### config.mk
export PLATFORM = sky130hd
export DESIGN_NAME = fkd_function_key_dispatch
export DESIGN_NICKNAME = d
export VERILOG_FILES = /design/src/fkd_pkg.sv /design/src/fkd_tick.sv /design/src/fkd_function_key_dispatch.sv
export SDC_FILE = /design/constraint.sdc
export NUM_CORES = 1
export LEC_CHECK = 0
export ABC_CLOCK_PERIOD_IN_PS = 4200
export BUFFER_PORTS_ARGS = -buffer_cell sky130_fd_sc_hd__buf_2
export CORE_MARGIN = 2
export CORE_UTILIZATION = 30
export CTS_CLUSTER_SIZE = 28
export DETAILED_ROUTE_END_ITERATION = 7
export PLACE_DENSITY = 0.57
export SKIP_CTS_REPAIR_TIMING = 1
export SYNTH_ARGS = -nofsm -noshare
export SYNTH_HDL_FRONTEND = slang
export SYNTH_SLANG_ARGS = --single-unit
### constraint.sdc
create_clock -name ref_clk -period 4.2 [get_ports ref_clk]
set_input_delay 0.21 -clock ref_clk [delete_from_list [all_inputs] [get_ports ref_clk]]
set_output_delay 0.21 -clock ref_clk [all_outputs]
set_load 0.005 [all_outputs]
### src/fkd_pkg.sv
`default_nettype none
package fkd_pkg;
    // key function selection codes, in the order of the setting table
    typedef enum logic [3:0] {
        FKD_FN_OFF,
        FKD_FN_RUN,
        FKD_FN_RESET,
        FKD_FN_RUN_RESET,
        FKD_FN_HOLD,
        FKD_FN_SEGMENT_SKIP_FORWARD,
        FKD_FN_FULL_TUNE_TOGGLE,
        FKD_FN_PARTIAL_TUNE_TOGGLE,
        FKD_FN_ALL_SETS_FULL_TUNE_TOGGLE,
        FKD_FN_ALL_SETS_PARTIAL_TUNE_TOGGLE,
        FKD_FN_ALARM_HOLD_RELEASE,
        FKD_FN_AUTO_MANUAL,
        FKD_FN_MONITOR_ITEM_CYCLE,
        FKD_FN_DIGIT_SHIFT
    } fkd_fn_t;

    // register byte addresses
    localparam logic [7:0] FKD_CFG_ADDR = 8'h00;
    localparam logic [7:0] FKD_STAT_ADDR = 8'h04;
    localparam logic [7:0] FKD_CMD_ADDR = 8'h08;
    // config field positions
    localparam int FKD_CFG_FN_LSB = 0;
    localparam int FKD_CFG_LOCK_BIT = 4;
    localparam int FKD_CFG_HC_BIT = 5;
    // status field positions
    localparam int FKD_ST_RUN_BIT = 0;
    localparam int FKD_ST_HOLD_BIT = 1;
    localparam int FKD_ST_MAN_BIT = 2;
    localparam int FKD_ST_TUNE_BIT = 3;
    localparam int FKD_ST_ITEM_LSB = 4;
    // command bit: software reports tuning finished
    localparam int FKD_CMD_TUNE_DONE_BIT = 0;
    // reset values
    localparam fkd_fn_t FKD_FN_RESET_VAL = FKD_FN_DIGIT_SHIFT;
    localparam logic [2:0] FKD_ITEM_RESET = 3'h0;
    localparam logic [2:0] FKD_ITEM_COUNT = 3'h5;
    // timing: tick period and hold times
    localparam int FKD_CLK_MHZ = 250;
    localparam int FKD_TICK_US = 1000;
    localparam int FKD_RUN_HOLD_MS = 1000;
    localparam int FKD_RESET_HOLD_MS = 2000;
    localparam int FKD_TICK_CYCLES = FKD_TICK_US * FKD_CLK_MHZ;
    localparam int FKD_RUN_HOLD_TICKS = FKD_RUN_HOLD_MS * 1000 / FKD_TICK_US;
    localparam int FKD_RESET_HOLD_TICKS = FKD_RESET_HOLD_MS * 1000 / FKD_TICK_US;
    localparam logic [1:0] FKD_RESP_OKAY = 2'h0;
    localparam logic [1:0] FKD_RESP_SLVERR = 2'h2;

    // one-cycle action pulses toward the controller core
    typedef struct packed {
        logic run;
        logic reset;
        logic hold_toggle;
        logic skip_forward;
        logic tune_start;
        logic tune_cancel;
        logic tune_all_sets;
        logic tune_partial;
        logic alarm_release;
        logic auto_manual;
        logic digit_shift;
        logic item_advance;
    } fkd_act_t;
endpackage
`default_nettype wire

### src/fkd_tick.sv
`default_nettype none
// free-running divider giving one pulse per tick period
module fkd_tick #(
    parameter int CYCLES = 250000
) (
    input wire logic clk,
    input wire logic rst_n,
    output logic tick
);
    logic [31:0] cnt_q; // cycles within the current tick

    // count up through the period, pulse on wrap
    always_ff @(posedge clk or negedge rst_n) begin
        if (!rst_n) begin
            cnt_q <= 32'h0;
            tick <= 1'b0;
        end else if (cnt_q == 32'(CYCLES - 1)) begin
            cnt_q <= 32'h0;
            tick <= 1'b1;
        end else begin
            cnt_q <= cnt_q + 32'h1;
            tick <= 1'b0;
        end
    end
endmodule
`default_nettype wire

### src/fkd_function_key_dispatch.sv
`default_nettype none
// Summary of operation
// - function off ignores every press
// - reset needs two seconds held
// - run needs one second held
// - other actions need one second held, except item cycling and digit shift, which act on the press edge
// - monitor mode steps through five items
// - lockout on makes presses do nothing
// - hold mode inverts program hold state
// - skip mode fires one advance
// - tune modes toggle current set tuning
// - all-sets modes toggle tuning every set
// - cancel stops any running tuning variant
// - partial tuning inert under heat-cool control
// - release clears alarm latches one-four, heater
// - auto/manual mode inverts control mode
// - digit shift only while editing
// - default selection is digit shift
module fkd_function_key_dispatch #(
    parameter int TICK_CYCLES = fkd_pkg::FKD_TICK_CYCLES,
    parameter int RUN_TICKS = fkd_pkg::FKD_RUN_HOLD_TICKS,
    parameter int RESET_TICKS = fkd_pkg::FKD_RESET_HOLD_TICKS
) (
    input wire logic ref_clk,
    input wire logic rst_n,
    // front-panel key, high while pressed, already debounced
    input wire logic function_key_assign,
    // high while a setting is being edited
    input wire logic editing,
    // axi4-lite slave
    input wire logic [7:0] s_awaddr,
    input wire logic s_awvalid,
    output logic s_awready,
    input wire logic [31:0] s_wdata,
    input wire logic [3:0] s_wstrb,
    input wire logic s_wvalid,
    output logic s_wready,
    output logic [1:0] s_bresp,
    output logic s_bvalid,
    input wire logic s_bready,
    input wire logic [7:0] s_araddr,
    input wire logic s_arvalid,
    output logic s_arready,
    output logic [31:0] s_rdata,
    output logic [1:0] s_rresp,
    output logic s_rvalid,
    input wire logic s_rready,
    // action pulses
    output fkd_pkg::fkd_act_t act,
    // current monitor item slot, 0..4
    output logic [2:0] monitor_item
);
    // reset synchroniser: the rest of the block uses rst_sync_n
    logic rst_meta_q;
    logic rst_sync_n;
    always_ff @(posedge ref_clk or negedge rst_n) begin
        if (!rst_n) begin
            rst_meta_q <= 1'b0;
            rst_sync_n <= 1'b0;
        end else begin
            rst_meta_q <= 1'b1;
            rst_sync_n <= rst_meta_q;
        end
    end

    // hold time is measured in ticks, not raw cycles
    logic tick;
    fkd_tick #(.CYCLES(TICK_CYCLES)) u_tick (
        .clk(ref_clk),
        .rst_n(rst_sync_n),
        .tick(tick)
    );

    // configuration and state registers
    fkd_pkg::fkd_fn_t fn_q; // key function selection
    logic lockout_q; // function_key_lockout
    logic heat_cool_q; // heating/cooling or floating control in use
    logic running_q; // run (1) or reset (0)
    logic hold_q; // program holding
    logic manual_q; // manual control mode
    logic tune_q; // auto_tuning running

    // press tracking
    logic key_q; // key level one cycle ago
    logic [15:0] held_q; // ticks the key has been down
    logic fired_q; // action already given for this press

    // press edge; release needs no edge because the counter clears on the low level
    wire logic press_rise = function_key_assign && !key_q;

    // key usable only with function on and lockout off
    wire logic key_enabled = !lockout_q && (fn_q != fkd_pkg::FKD_FN_OFF);

    // hold-duration reached thresholds
    wire logic run_due = (held_q >= 16'(RUN_TICKS));
    wire logic reset_due = (held_q >= 16'(RESET_TICKS));

    // tuning selection decode used by several processes
    function automatic logic is_tune(input fkd_pkg::fkd_fn_t f);
        is_tune = (f == fkd_pkg::FKD_FN_FULL_TUNE_TOGGLE) ||
                  (f == fkd_pkg::FKD_FN_PARTIAL_TUNE_TOGGLE) ||
                  (f == fkd_pkg::FKD_FN_ALL_SETS_FULL_TUNE_TOGGLE) ||
                  (f == fkd_pkg::FKD_FN_ALL_SETS_PARTIAL_TUNE_TOGGLE);
    endfunction
    function automatic logic is_partial(input fkd_pkg::fkd_fn_t f);
        is_partial = (f == fkd_pkg::FKD_FN_PARTIAL_TUNE_TOGGLE) ||
                     (f == fkd_pkg::FKD_FN_ALL_SETS_PARTIAL_TUNE_TOGGLE);
    endfunction

    // held-action fire condition: once per press, after the needed time
    logic fire;
    always_comb begin
        fire = 1'b0;
        if (key_enabled && function_key_assign && !fired_q) begin
            unique case (fn_q)
                // run/reset toggle: run needs 1 s, reset needs 2 s
                fkd_pkg::FKD_FN_RUN_RESET: fire = running_q ? reset_due : run_due;
                fkd_pkg::FKD_FN_RESET: fire = reset_due;
                // item cycling and digit shift act on the edge instead
                fkd_pkg::FKD_FN_MONITOR_ITEM_CYCLE,
                fkd_pkg::FKD_FN_DIGIT_SHIFT,
                fkd_pkg::FKD_FN_OFF: fire = 1'b0;
                default: fire = run_due;
            endcase
        end
    end

    // press duration counter, counted in ticks; saturates
    always_ff @(posedge ref_clk or negedge rst_sync_n) begin
        if (!rst_sync_n) begin
            key_q <= 1'b0;
            held_q <= 16'h0;
        end else begin
            key_q <= function_key_assign;
            if (!function_key_assign) begin
                held_q <= 16'h0; // release before the time throws the press away
            end else if (tick && held_q != 16'hffff) begin
                held_q <= held_q + 16'h1;
            end
        end
    end

    // one action per press: armed on release
    always_ff @(posedge ref_clk or negedge rst_sync_n) begin
        if (!rst_sync_n) begin
            fired_q <= 1'b0;
        end else if (!function_key_assign) begin
            fired_q <= 1'b0;
        end else if (fire || press_rise) begin
            // edge-acting modes also count as fired on the press edge
            fired_q <= fire || (fn_q == fkd_pkg::FKD_FN_MONITOR_ITEM_CYCLE) ||
                       (fn_q == fkd_pkg::FKD_FN_DIGIT_SHIFT);
        end
    end

    // action pulses, registered so outputs come from flops
    always_ff @(posedge ref_clk or negedge rst_sync_n) begin
        if (!rst_sync_n) begin
            act <= '0;
        end else begin
            act <= '0;
            if (fire) begin
                unique case (fn_q)
                    fkd_pkg::FKD_FN_RUN: act.run <= 1'b1;
                    fkd_pkg::FKD_FN_RESET: act.reset <= 1'b1;
                    fkd_pkg::FKD_FN_RUN_RESET: begin
                        act.run <= !running_q;
                        act.reset <= running_q;
                    end
                    fkd_pkg::FKD_FN_HOLD: act.hold_toggle <= 1'b1;
                    fkd_pkg::FKD_FN_SEGMENT_SKIP_FORWARD: act.skip_forward <= 1'b1;
                    fkd_pkg::FKD_FN_ALARM_HOLD_RELEASE: act.alarm_release <= 1'b1;
                    fkd_pkg::FKD_FN_AUTO_MANUAL: act.auto_manual <= 1'b1;
                    default: begin
                        // partial tuning does nothing under heat-cool control
                        if (is_tune(fn_q) && !(is_partial(fn_q) && heat_cool_q)) begin
                            // cancel applies to whatever variant runs
                            act.tune_cancel <= tune_q;
                            act.tune_start <= !tune_q;
                            act.tune_partial <= is_partial(fn_q) && !tune_q;
                            act.tune_all_sets <= !tune_q && (fn_q == fkd_pkg::FKD_FN_ALL_SETS_FULL_TUNE_TOGGLE ||
                                fn_q == fkd_pkg::FKD_FN_ALL_SETS_PARTIAL_TUNE_TOGGLE);
                        end
                    end
                endcase
            end
            if (key_enabled && press_rise) begin
                act.item_advance <= (fn_q == fkd_pkg::FKD_FN_MONITOR_ITEM_CYCLE);
                act.digit_shift <= (fn_q == fkd_pkg::FKD_FN_DIGIT_SHIFT) && editing;
            end
        end
    end

    // monitor item slot steps 0..4 and wraps
    always_ff @(posedge ref_clk or negedge rst_sync_n) begin
        if (!rst_sync_n) begin
            monitor_item <= fkd_pkg::FKD_ITEM_RESET;
        end else if (key_enabled && press_rise && fn_q == fkd_pkg::FKD_FN_MONITOR_ITEM_CYCLE) begin
            monitor_item <= (monitor_item == fkd_pkg::FKD_ITEM_COUNT - 3'h1) ?
                fkd_pkg::FKD_ITEM_RESET : monitor_item + 3'h1;
        end
    end

    // controller state images, kept in step with the pulses
    always_ff @(posedge ref_clk or negedge rst_sync_n) begin
        if (!rst_sync_n) begin
            running_q <= 1'b0;
            hold_q <= 1'b0;
            manual_q <= 1'b0;
        end else begin
            if (act.run) running_q <= 1'b1;
            if (act.reset) running_q <= 1'b0;
            if (act.hold_toggle) hold_q <= !hold_q;
            if (act.auto_manual) manual_q <= !manual_q;
        end
    end

    // tuning flag: key start sets it; key cancel or software done clears it
    logic sw_tune_done;
    always_ff @(posedge ref_clk or negedge rst_sync_n) begin
        if (!rst_sync_n) begin
            tune_q <= 1'b0;
        end else if (act.tune_start) begin
            tune_q <= 1'b1; // set wins over a same-cycle clear
        end else if (act.tune_cancel || sw_tune_done) begin
            tune_q <= 1'b0;
        end
    end

    // axi4-lite write channel: take address and data in either order
    logic aw_have_q;
    logic w_have_q;
    logic [7:0] aw_addr_q;
    logic [31:0] w_data_q;
    logic [3:0] w_strb_q;
    wire logic do_write = aw_have_q && w_have_q && !s_bvalid;
    assign sw_tune_done = do_write && aw_addr_q == fkd_pkg::FKD_CMD_ADDR && w_strb_q[0] &&
                          w_data_q[fkd_pkg::FKD_CMD_TUNE_DONE_BIT];

    always_ff @(posedge ref_clk or negedge rst_sync_n) begin
        if (!rst_sync_n) begin
            aw_have_q <= 1'b0;
            w_have_q <= 1'b0;
            aw_addr_q <= 8'h0;
            w_data_q <= 32'h0;
            w_strb_q <= 4'h0;
            s_awready <= 1'b0;
            s_wready <= 1'b0;
            s_bvalid <= 1'b0;
            s_bresp <= fkd_pkg::FKD_RESP_OKAY;
        end else begin
            // ready is offered for one cycle, only when the slot is free
            s_awready <= !aw_have_q && s_awvalid && !s_awready;
            s_wready <= !w_have_q && s_wvalid && !s_wready;
            if (s_awvalid && s_awready) begin
                aw_have_q <= 1'b1;
                aw_addr_q <= s_awaddr;
            end
            if (s_wvalid && s_wready) begin
                w_have_q <= 1'b1;
                w_data_q <= s_wdata;
                w_strb_q <= s_wstrb;
            end
            if (do_write) begin
                aw_have_q <= 1'b0;
                w_have_q <= 1'b0;
                s_bvalid <= 1'b1;
                s_bresp <= (aw_addr_q == fkd_pkg::FKD_CFG_ADDR || aw_addr_q == fkd_pkg::FKD_CMD_ADDR) ?
                    fkd_pkg::FKD_RESP_OKAY : fkd_pkg::FKD_RESP_SLVERR;
            end else if (s_bvalid && s_bready) begin
                s_bvalid <= 1'b0;
            end
        end
    end

    // configuration register write
    always_ff @(posedge ref_clk or negedge rst_sync_n) begin
        if (!rst_sync_n) begin
            fn_q <= fkd_pkg::FKD_FN_RESET_VAL;
            lockout_q <= 1'b0;
            heat_cool_q <= 1'b0;
        end else if (do_write && aw_addr_q == fkd_pkg::FKD_CFG_ADDR && w_strb_q[0]) begin
            // codes past the table fall back to off
            fn_q <= (w_data_q[fkd_pkg::FKD_CFG_FN_LSB +: 4] > 4'(fkd_pkg::FKD_FN_DIGIT_SHIFT)) ?
                fkd_pkg::FKD_FN_OFF : fkd_pkg::fkd_fn_t'(w_data_q[fkd_pkg::FKD_CFG_FN_LSB +: 4]);
            lockout_q <= w_data_q[fkd_pkg::FKD_CFG_LOCK_BIT];
            heat_cool_q <= w_data_q[fkd_pkg::FKD_CFG_HC_BIT];
        end
    end

    // read data mux
    function automatic logic [31:0] rd_word(input logic [7:0] a, input logic [31:0] cfg, input logic [31:0] st);
        unique case (a)
            fkd_pkg::FKD_CFG_ADDR: rd_word = cfg;
            fkd_pkg::FKD_STAT_ADDR: rd_word = st;
            default: rd_word = 32'h0;
        endcase
    endfunction

    logic [31:0] cfg_word;
    logic [31:0] st_word;
    always_comb begin
        cfg_word = 32'h0;
        cfg_word[fkd_pkg::FKD_CFG_FN_LSB +: 4] = fn_q;
        cfg_word[fkd_pkg::FKD_CFG_LOCK_BIT] = lockout_q;
        cfg_word[fkd_pkg::FKD_CFG_HC_BIT] = heat_cool_q;
        st_word = 32'h0;
        st_word[fkd_pkg::FKD_ST_RUN_BIT] = running_q;
        st_word[fkd_pkg::FKD_ST_HOLD_BIT] = hold_q;
        st_word[fkd_pkg::FKD_ST_MAN_BIT] = manual_q;
        st_word[fkd_pkg::FKD_ST_TUNE_BIT] = tune_q;
        st_word[fkd_pkg::FKD_ST_ITEM_LSB +: 3] = monitor_item;
    end

    // axi4-lite read channel
    always_ff @(posedge ref_clk or negedge rst_sync_n) begin
        if (!rst_sync_n) begin
            s_arready <= 1'b0;
            s_rvalid <= 1'b0;
            s_rdata <= 32'h0;
            s_rresp <= fkd_pkg::FKD_RESP_OKAY;
        end else begin
            s_arready <= s_arvalid && !s_arready && !s_rvalid;
            if (s_arvalid && s_arready) begin
                s_rvalid <= 1'b1;
                s_rdata <= rd_word(s_araddr, cfg_word, st_word);
                s_rresp <= (s_araddr == fkd_pkg::FKD_CFG_ADDR || s_araddr == fkd_pkg::FKD_STAT_ADDR) ?
                    fkd_pkg::FKD_RESP_OKAY : fkd_pkg::FKD_RESP_SLVERR;
            end else if (s_rvalid && s_rready) begin
                s_rvalid <= 1'b0;
            end
        end
    end
endmodule
`default_nettype wire

==> results of run 1 <==
how the worst max path moves through the flow:
stage | from | endpoint
after detailed placement | u_tick.cnt_q[0] | u_tick.cnt_q[16]
after CTS | u_tick.cnt_q[0] | u_tick.cnt_q[16]
after global placement | u_tick.cnt_q[0] | u_tick.cnt_q[7]
after floorplan | rst_sync_n | act[0]
after global routing | u_tick.cnt_q[0] | u_tick.cnt_q[28]
final | u_tick.cnt_q[0] | u_tick.cnt_q[16]
registers in the layout, indices dropped and copies added, names as in the netlist, 3 cells and up:
name / flops
monitor_item: 3
act: 12
s_rdata: 7
w_data_q: 6
held_q: 16
fn_q: 4
u_tick.cnt_q: 32
aw_addr_q: 8
layer usage:
layer	vias to the layer above	GRT usage
met2	87	0.206
met3	14	0.0298
met4	0	0.0388
met1	1926	0.162
li1	1852	-
met5	-	0
stage by stage:
stage | hold slack [ns] | utilization | instances | setup slack (ns) | power [mW]
detailed placement | -0.00242 | 0.331 | 772 | 1.87 | 1.54
finish | 0.0307 | 0.350 | 789 | 1.74 | 2.43
global route | 0.0435 | 0.350 | 789 | 1.56 | 2.55
CTS | -0.385 | 0.349 | 788 | 1.84 | 2.46
floorplan | -0.0856 | - | 525 | 0.944 | 1.46
global placement | -0.00568 | 0.331 | 772 | 1.96 | 1.53
power groups by stage:
stage / clock network (mW) / logic [mW] / registers, mW
finish: 0.910 / 0.252 / 1.27
CTS: 0.935 / 0.257 / 1.27
global route: 0.977 / 0.288 / 1.29
global placement: 0 / 0.246 / 1.28
floorplan: 0 / 0.209 / 1.25
detailed placement: 0 / 0.255 / 1.29
synth_stat cells (11+ instances only):
cell type | number | area, um^2
nand3_1 | 24 | 120
mux2_2 | 21 | 236
a21oi_1 | 16 | 80.1
inv_1 | 22 | 82.6
dfrtp_1 | 106 | 2650
nand2_1 | 42 | 158
o21ai_0 | 26 | 130
mux2i_1 | 11 | 110
nand4_1 | 22 | 138
nor2_1 | 21 | 78.8
buf_4 | 27 | 203
nor4_1 | 11 | 68.8
xnor2_1 | 20 | 175
worst max-delay path, stage by stage, from the launching register on:
cell     delay, ns
dfrtp_1       0.41
ha_1          0.29
nand3_1       0.20
nor4_1        1.05
a31o_2        0.28
a21oi_1       0.06
cell families (layout without fill, tap and decap cells):
kind of cell / Yosys count / count (layout) / synth area share
xor+xnor: 29 / 29 / 0.0482
flops: 109 / 109 / 0.519
other cells: 2 / 28 / 0.00143
mux: 32 / 32 / 0.0658
buf+inv: 62 / 101 / 0.0653
fa+ha+maj: 5 / 5 / 0.0119
compound gates: 71 / 71 / 0.0837
simple gates: 189 / 189 / 0.205
area by class of cell:
type                       instances  share of cell area
inverter                          23              0.0143
timing repair buffer              62              0.0527
sequential                       109               0.453
clock buffer                      11              0.0386
clock inverter                     5              0.0141
multi-input combinational        354               0.380
tap                              225              0.0467
==> summary.txt, run 1 <==
Num rows - 48
Cells on worst reg2reg path - 5
# port buffers - 60
CP required - 4.39 ns
Flop pwr share - 0.522
Clk_lat worst skew - 0.35 ns
DRT met1 WL - 5100 um
Post-synthesis sequential area ratio - 0.519
Worst slew pin tran - 1.21 ns
CP startpoint kind - flop
CTS tree - done
Logic pwr share - 0.104
CP max FO - 6
First-pass GRT wire length - 18,600 um
CP Class - flop to flop
Area occupied by multi-input gates - 2290 um^2
Grt ovf - 0
CP Capture Type - flop
CTS clk-pin slew, worst paths - 0.08 ns
Layout Skew - 0.0135 ns
Initial core utilization - 0.305
Routed WL per cell - 14.1 um
Crit path DAT - 2.64 ns
VDD IR max - 191 uV
# IOs - 117
Netlist cell types - 55
Routed wl met2 - 5340 um
Max_cap viols - 0
Most frequent cells in the layout - dfrtp_1 (105), buf_2 (60), nand2_1 (42)
Final Hold Viols - 0
Hpwl dp - 7960 um
Final setup violation count - 0
Final min period - 2.46 ns
Final nets - 625
NetSw - 0.595 mW
Worst r2r dst - u_tick.cnt_q[16]
# clock sinks - 109
Setup TNS - 0 ns
Reg-to-Reg Start - u_tick.cnt_q[0]
Fin. max-slew vios - 0
Die area - 18,600 um^2
DR top layer - met4
Die H - 136 um
Hold Crit Depth - 2
DRT Pass-1 Iters - 4
WL final - 11,100 um
ANT cells - 0
Tot GR Track Use - 0.125
Synth Instances - 499
Largest net degree at the start of global routing - 81
Layout area overhead - 14.6%
Met3 wire length - 485 um
Core area - 17,200 um^2
First DRT Iteration DRCs - 360
Asr flop ratio synth - 1.00
DR vias - 3,879
Yosys reg bits - 109
Unrepaired setup endpoints after global routing - no
Syn Area/Cell - 10.6 um^2
Clk buf depth - 2
Yosys warns - 0
PD cells - 403 nW/um^2
Die width - 136 um
Final instance area - 6030 um^2
FF+latch area - 2740 um^2
Vias per std cell - 4.92
P_leak - 2.70 nW
Sw frac - 0.245
Placed Area - 5700 um^2
Status - complete, no violations
CTS buffer count - 9
Main flop type after synthesis - dfrtp_1
Synth Cell Area - 5270 um^2
Worst hold path type - input pin to flop
Commonest non-fill, non-tap cell in the layout - dfrtp_1
Reg2reg setup slack - 1.74 ns
DRC - 0
Share of cells above drive strength 1 - 0.206
Max_slew headroom - 0.187
Vias in the first global route - 3,842
Min-delay src - s_bready
Final worst path period share - 0.585
Number of flops mapped to enable cells by yosys - 0
Clock root cell - clkbuf_16
# H-tree levels - 3
P_int - 1.83 mW
Hold Path Sink - s_bvalid
GPL Wtd Cong - 0.860
Initial antenna violation count - 0
Clock Power Share - 0.375
Post-route ant nets - 0
Fillers - 1,689
Fmax - 0.407 GHz
No activity file was read; power rests on OpenSTA's default activity.
==> inputs of run 2 (changes only) <==
- ABC_AREA: not set -> 1
- ABC_CLOCK_PERIOD_IN_PS: 4200 -> 2420
- clock period: 4.2 -> 2.42 ns (I/O delays scaled with it)
==> run 2 against run 1 <==
Compared with the run above: register-to-register slack got worse by 1.1 ns; sequential share of layout area down 5.2 points; the run now ends with hold timing left; count of clock-buffer cells in the layout down 2; combinational power grew 110%; via count grew 24%; largest cell class unchanged; non-clock buffer count rose by 15; setup slack got worse by 1.1 ns; die area grew 11%; highest routed layer unchanged; clock skew fell by 0.0060 ns; maximum frequency increased by 37%; critical path type unchanged; design area increased by 13%.
==> summary.txt, run 2 <==
Tot GR Track Use - 0.136
VDD IR max - 304 uV
Netlist cell types - 38
Hpwl dp - 10,100 um
Setup ws final - 0.620 ns
Status - finished with violations
Setup TNS - 0 ns
DRT Pass-1 Iters - 7
Largest register FFs - 32
Mux cell area share after synthesis - 0.0212
Synth Cell Area - 5850 um^2
Final min period - 1.80 ns
CTS clk-pin slew, worst paths - 0.08 ns
# clock sinks - 109
Routed WL per cell - 12.1 um
Cell taking the most area after synthesis - dfrtp_1
CP Capture Type - flop
XOR/XNOR share of the synthesized area - 0.0299
Top flop regs - u_tick.cnt_q x32, held_q x16, act x12
Fmax - 0.556 GHz
Largest net degree at the start of global routing - 43
CP Class - flop to flop
Largest Register - u_tick.cnt_q
Yosys warns - 0
Clk_lat worst skew - 0.36 ns
Die area - 20,600 um^2
Top cells by count, synth - nand2_1 (205), nor2_1 (109), dfrtp_1 (106), inv_1 (87), nand3_1 (55)
First DRT Iteration DRCs - 308
Vias in the first global route - 4,488
Max_slew headroom - 0.565
CP required - 2.66 ns
Final setup violation count - 0
Crit path DAT - 2.04 ns
# H-tree levels - 3
Post-route ant nets - 0
ANT cells - 0
First-pass GRT wire length - 21,900 um
Grt ovf - 0
Area fraction in compound gates after synthesis - 0.0517
Violated checks - hold timing
WL final - 13,300 um
DRC - 0
Pre-CTS WS - 0.613 ns
Initial antenna violation count - 0
Worst hold path type - input pin to flop
Count leader, synth - nand2_1
# IOs - 117
Number of flops mapped to enable cells by yosys - 0
Synth Instances - 754
Num rows - 51
Vias per std cell - 4.36
Yosys reg bits - 109
Worst slew pin tran - 0.647 ns
Clk buf depth - 2
Die H - 144 um
Post-Synth Simple-Gate Area - 0.316
CP startpoint kind - flop
Syn Area/Cell - 7.76 um^2
Unrepaired setup endpoints after global routing - no
P_leak - 3.31 nW
Max_cap viols - 0
Clock root cell - clkbuf_16
Top-area cell type share of the netlist area - 0.453
Post-synthesis sequential area ratio - 0.467
Main flop type after synthesis - dfrtp_1
Share of cells above drive strength 1 - 0.143
GPL Wtd Cong - 0.878
PD cells - 631 nW/um^2
Commonest non-fill, non-tap cell in the layout - nand2_1
Fin. max-slew vios - 0
Adder-cell share of the synthesized area - 0.0107
Reg2reg setup slack - 0.62 ns
Hold Crit Depth - 3
Top post-synthesis cells by area - dfrtp_1 (45%), nand2_1 (13%), nor2_1 (7.0%)
CTS buffer count - 9
DR vias - 4,796
Layout area overhead - 16.3%
Largest family of logic cells by synthesized area - simple AND/OR/NAND/NOR gates
Most frequent cells in the layout - nand2_1 (205), nor2_1 (109), dfrtp_1 (105)
Core area - 19,300 um^2
Final nets - 895
CTS tree - done
Final worst path period share - 0.744
Hold Slack - -0.00568 ns
Final Hold Viols - 1
Asr flop ratio synth - 1.00
Die width - 144 um
# port buffers - 60
Layout Skew - 0.00756 ns
Cells on worst reg2reg path - 8
Initial core utilization - 0.303
CP max FO - 23
run 2: changes by cell type after synthesis, sizes merged, moves of 14 or more:
| cell | previous run | this run |
|---|---|---|
| nand2 | 43 | 208 |
| nor3 | 7 | 21 |
| nand3 | 25 | 57 |
| nor4 | 14 | 0 |
| nor2 | 21 | 118 |
| xnor2 | 20 | 4 |
| inv | 22 | 88 |
run 2: layer usage:
metal / up-vias / wire length, um / track usage
met1: 2231 / 6340 / 0.172
li1: 2472 / - / -
met2: 84 / 6280 / 0.230
met3: 9 / 556 / 0.0353
met5: - / 0 / 0
met4: 0 / 171 / 0.0351
run 2: path summary, 6_finish.rpt:
| kind | start | endpoint |
|---|---|---|
| min | s_arvalid | s_arready |
| max reg2reg | held_q[0] | held_q[2] |
| max in group asynchronous | rst_sync_n | fn_q[3] |
| min reg2reg | rst_sync_n | u_tick.cnt_q[4] |
| min in group asynchronous | rst_n | rst_sync_n |
| max | held_q[0] | held_q[2] |
run 2: logic make-up after synthesis:
logic type / Yosys count
AND/OR/NAND/NOR: 428
XOR/XNOR: 20
AO/OA/AOI/OAI: 52
flip-flops: 109
buffers and inverters: 127
adder cells (fa/ha/maj): 5
other: 2
multiplexers: 11
run 2: report_power, final:
group	switching [mW]	total (mW)	leakage, nW	internal [mW]
combinational	0.286	0.534	1.75	0.247
clock	0.743	1.57	0.152	0.831
sequential	0.153	2.19	1.41	2.03
run 2: critical path, stage by stage, from the launching register on:
cell and delay, ns:
dfrtp_1 0.41, ha_1 0.26, inv_1 0.09, nor2_4 0.16, nand2_2 0.10, nor2_4 0.13, nor2_4 0.09, nor2_8 0.29
o21ai_0 0.13
run 2: cell type report:
type	instances	area (um^2)
Clock buffer	9	225
Clock inverter	7	91.3
Fill cell	2068	12500
Inverter	88	330
Multi-Input combinational cell	544	2620
Sequential cell	109	2740
Tap cell	265	332
Timing Repair Buffer	77	473
run 2: through the flow:
step / utilization / cells / hold slack, ns / total power [mW] / instance area [um^2]
global route: 0.352 / 1099 / 0.00195 / 4.53 / 6810
global placement: 0.329 / 1070 / -0.0909 / 2.74 / 6360
floorplan: - / 780 / -0.175 / 2.56 / 5950
CTS: 0.345 / 1086 / -0.482 / 4.35 / 6680
finish: 0.352 / 1099 / -0.00568 / 4.30 / 6810
detailed placement: 0.329 / 1070 / -0.0910 / 2.76 / 6360
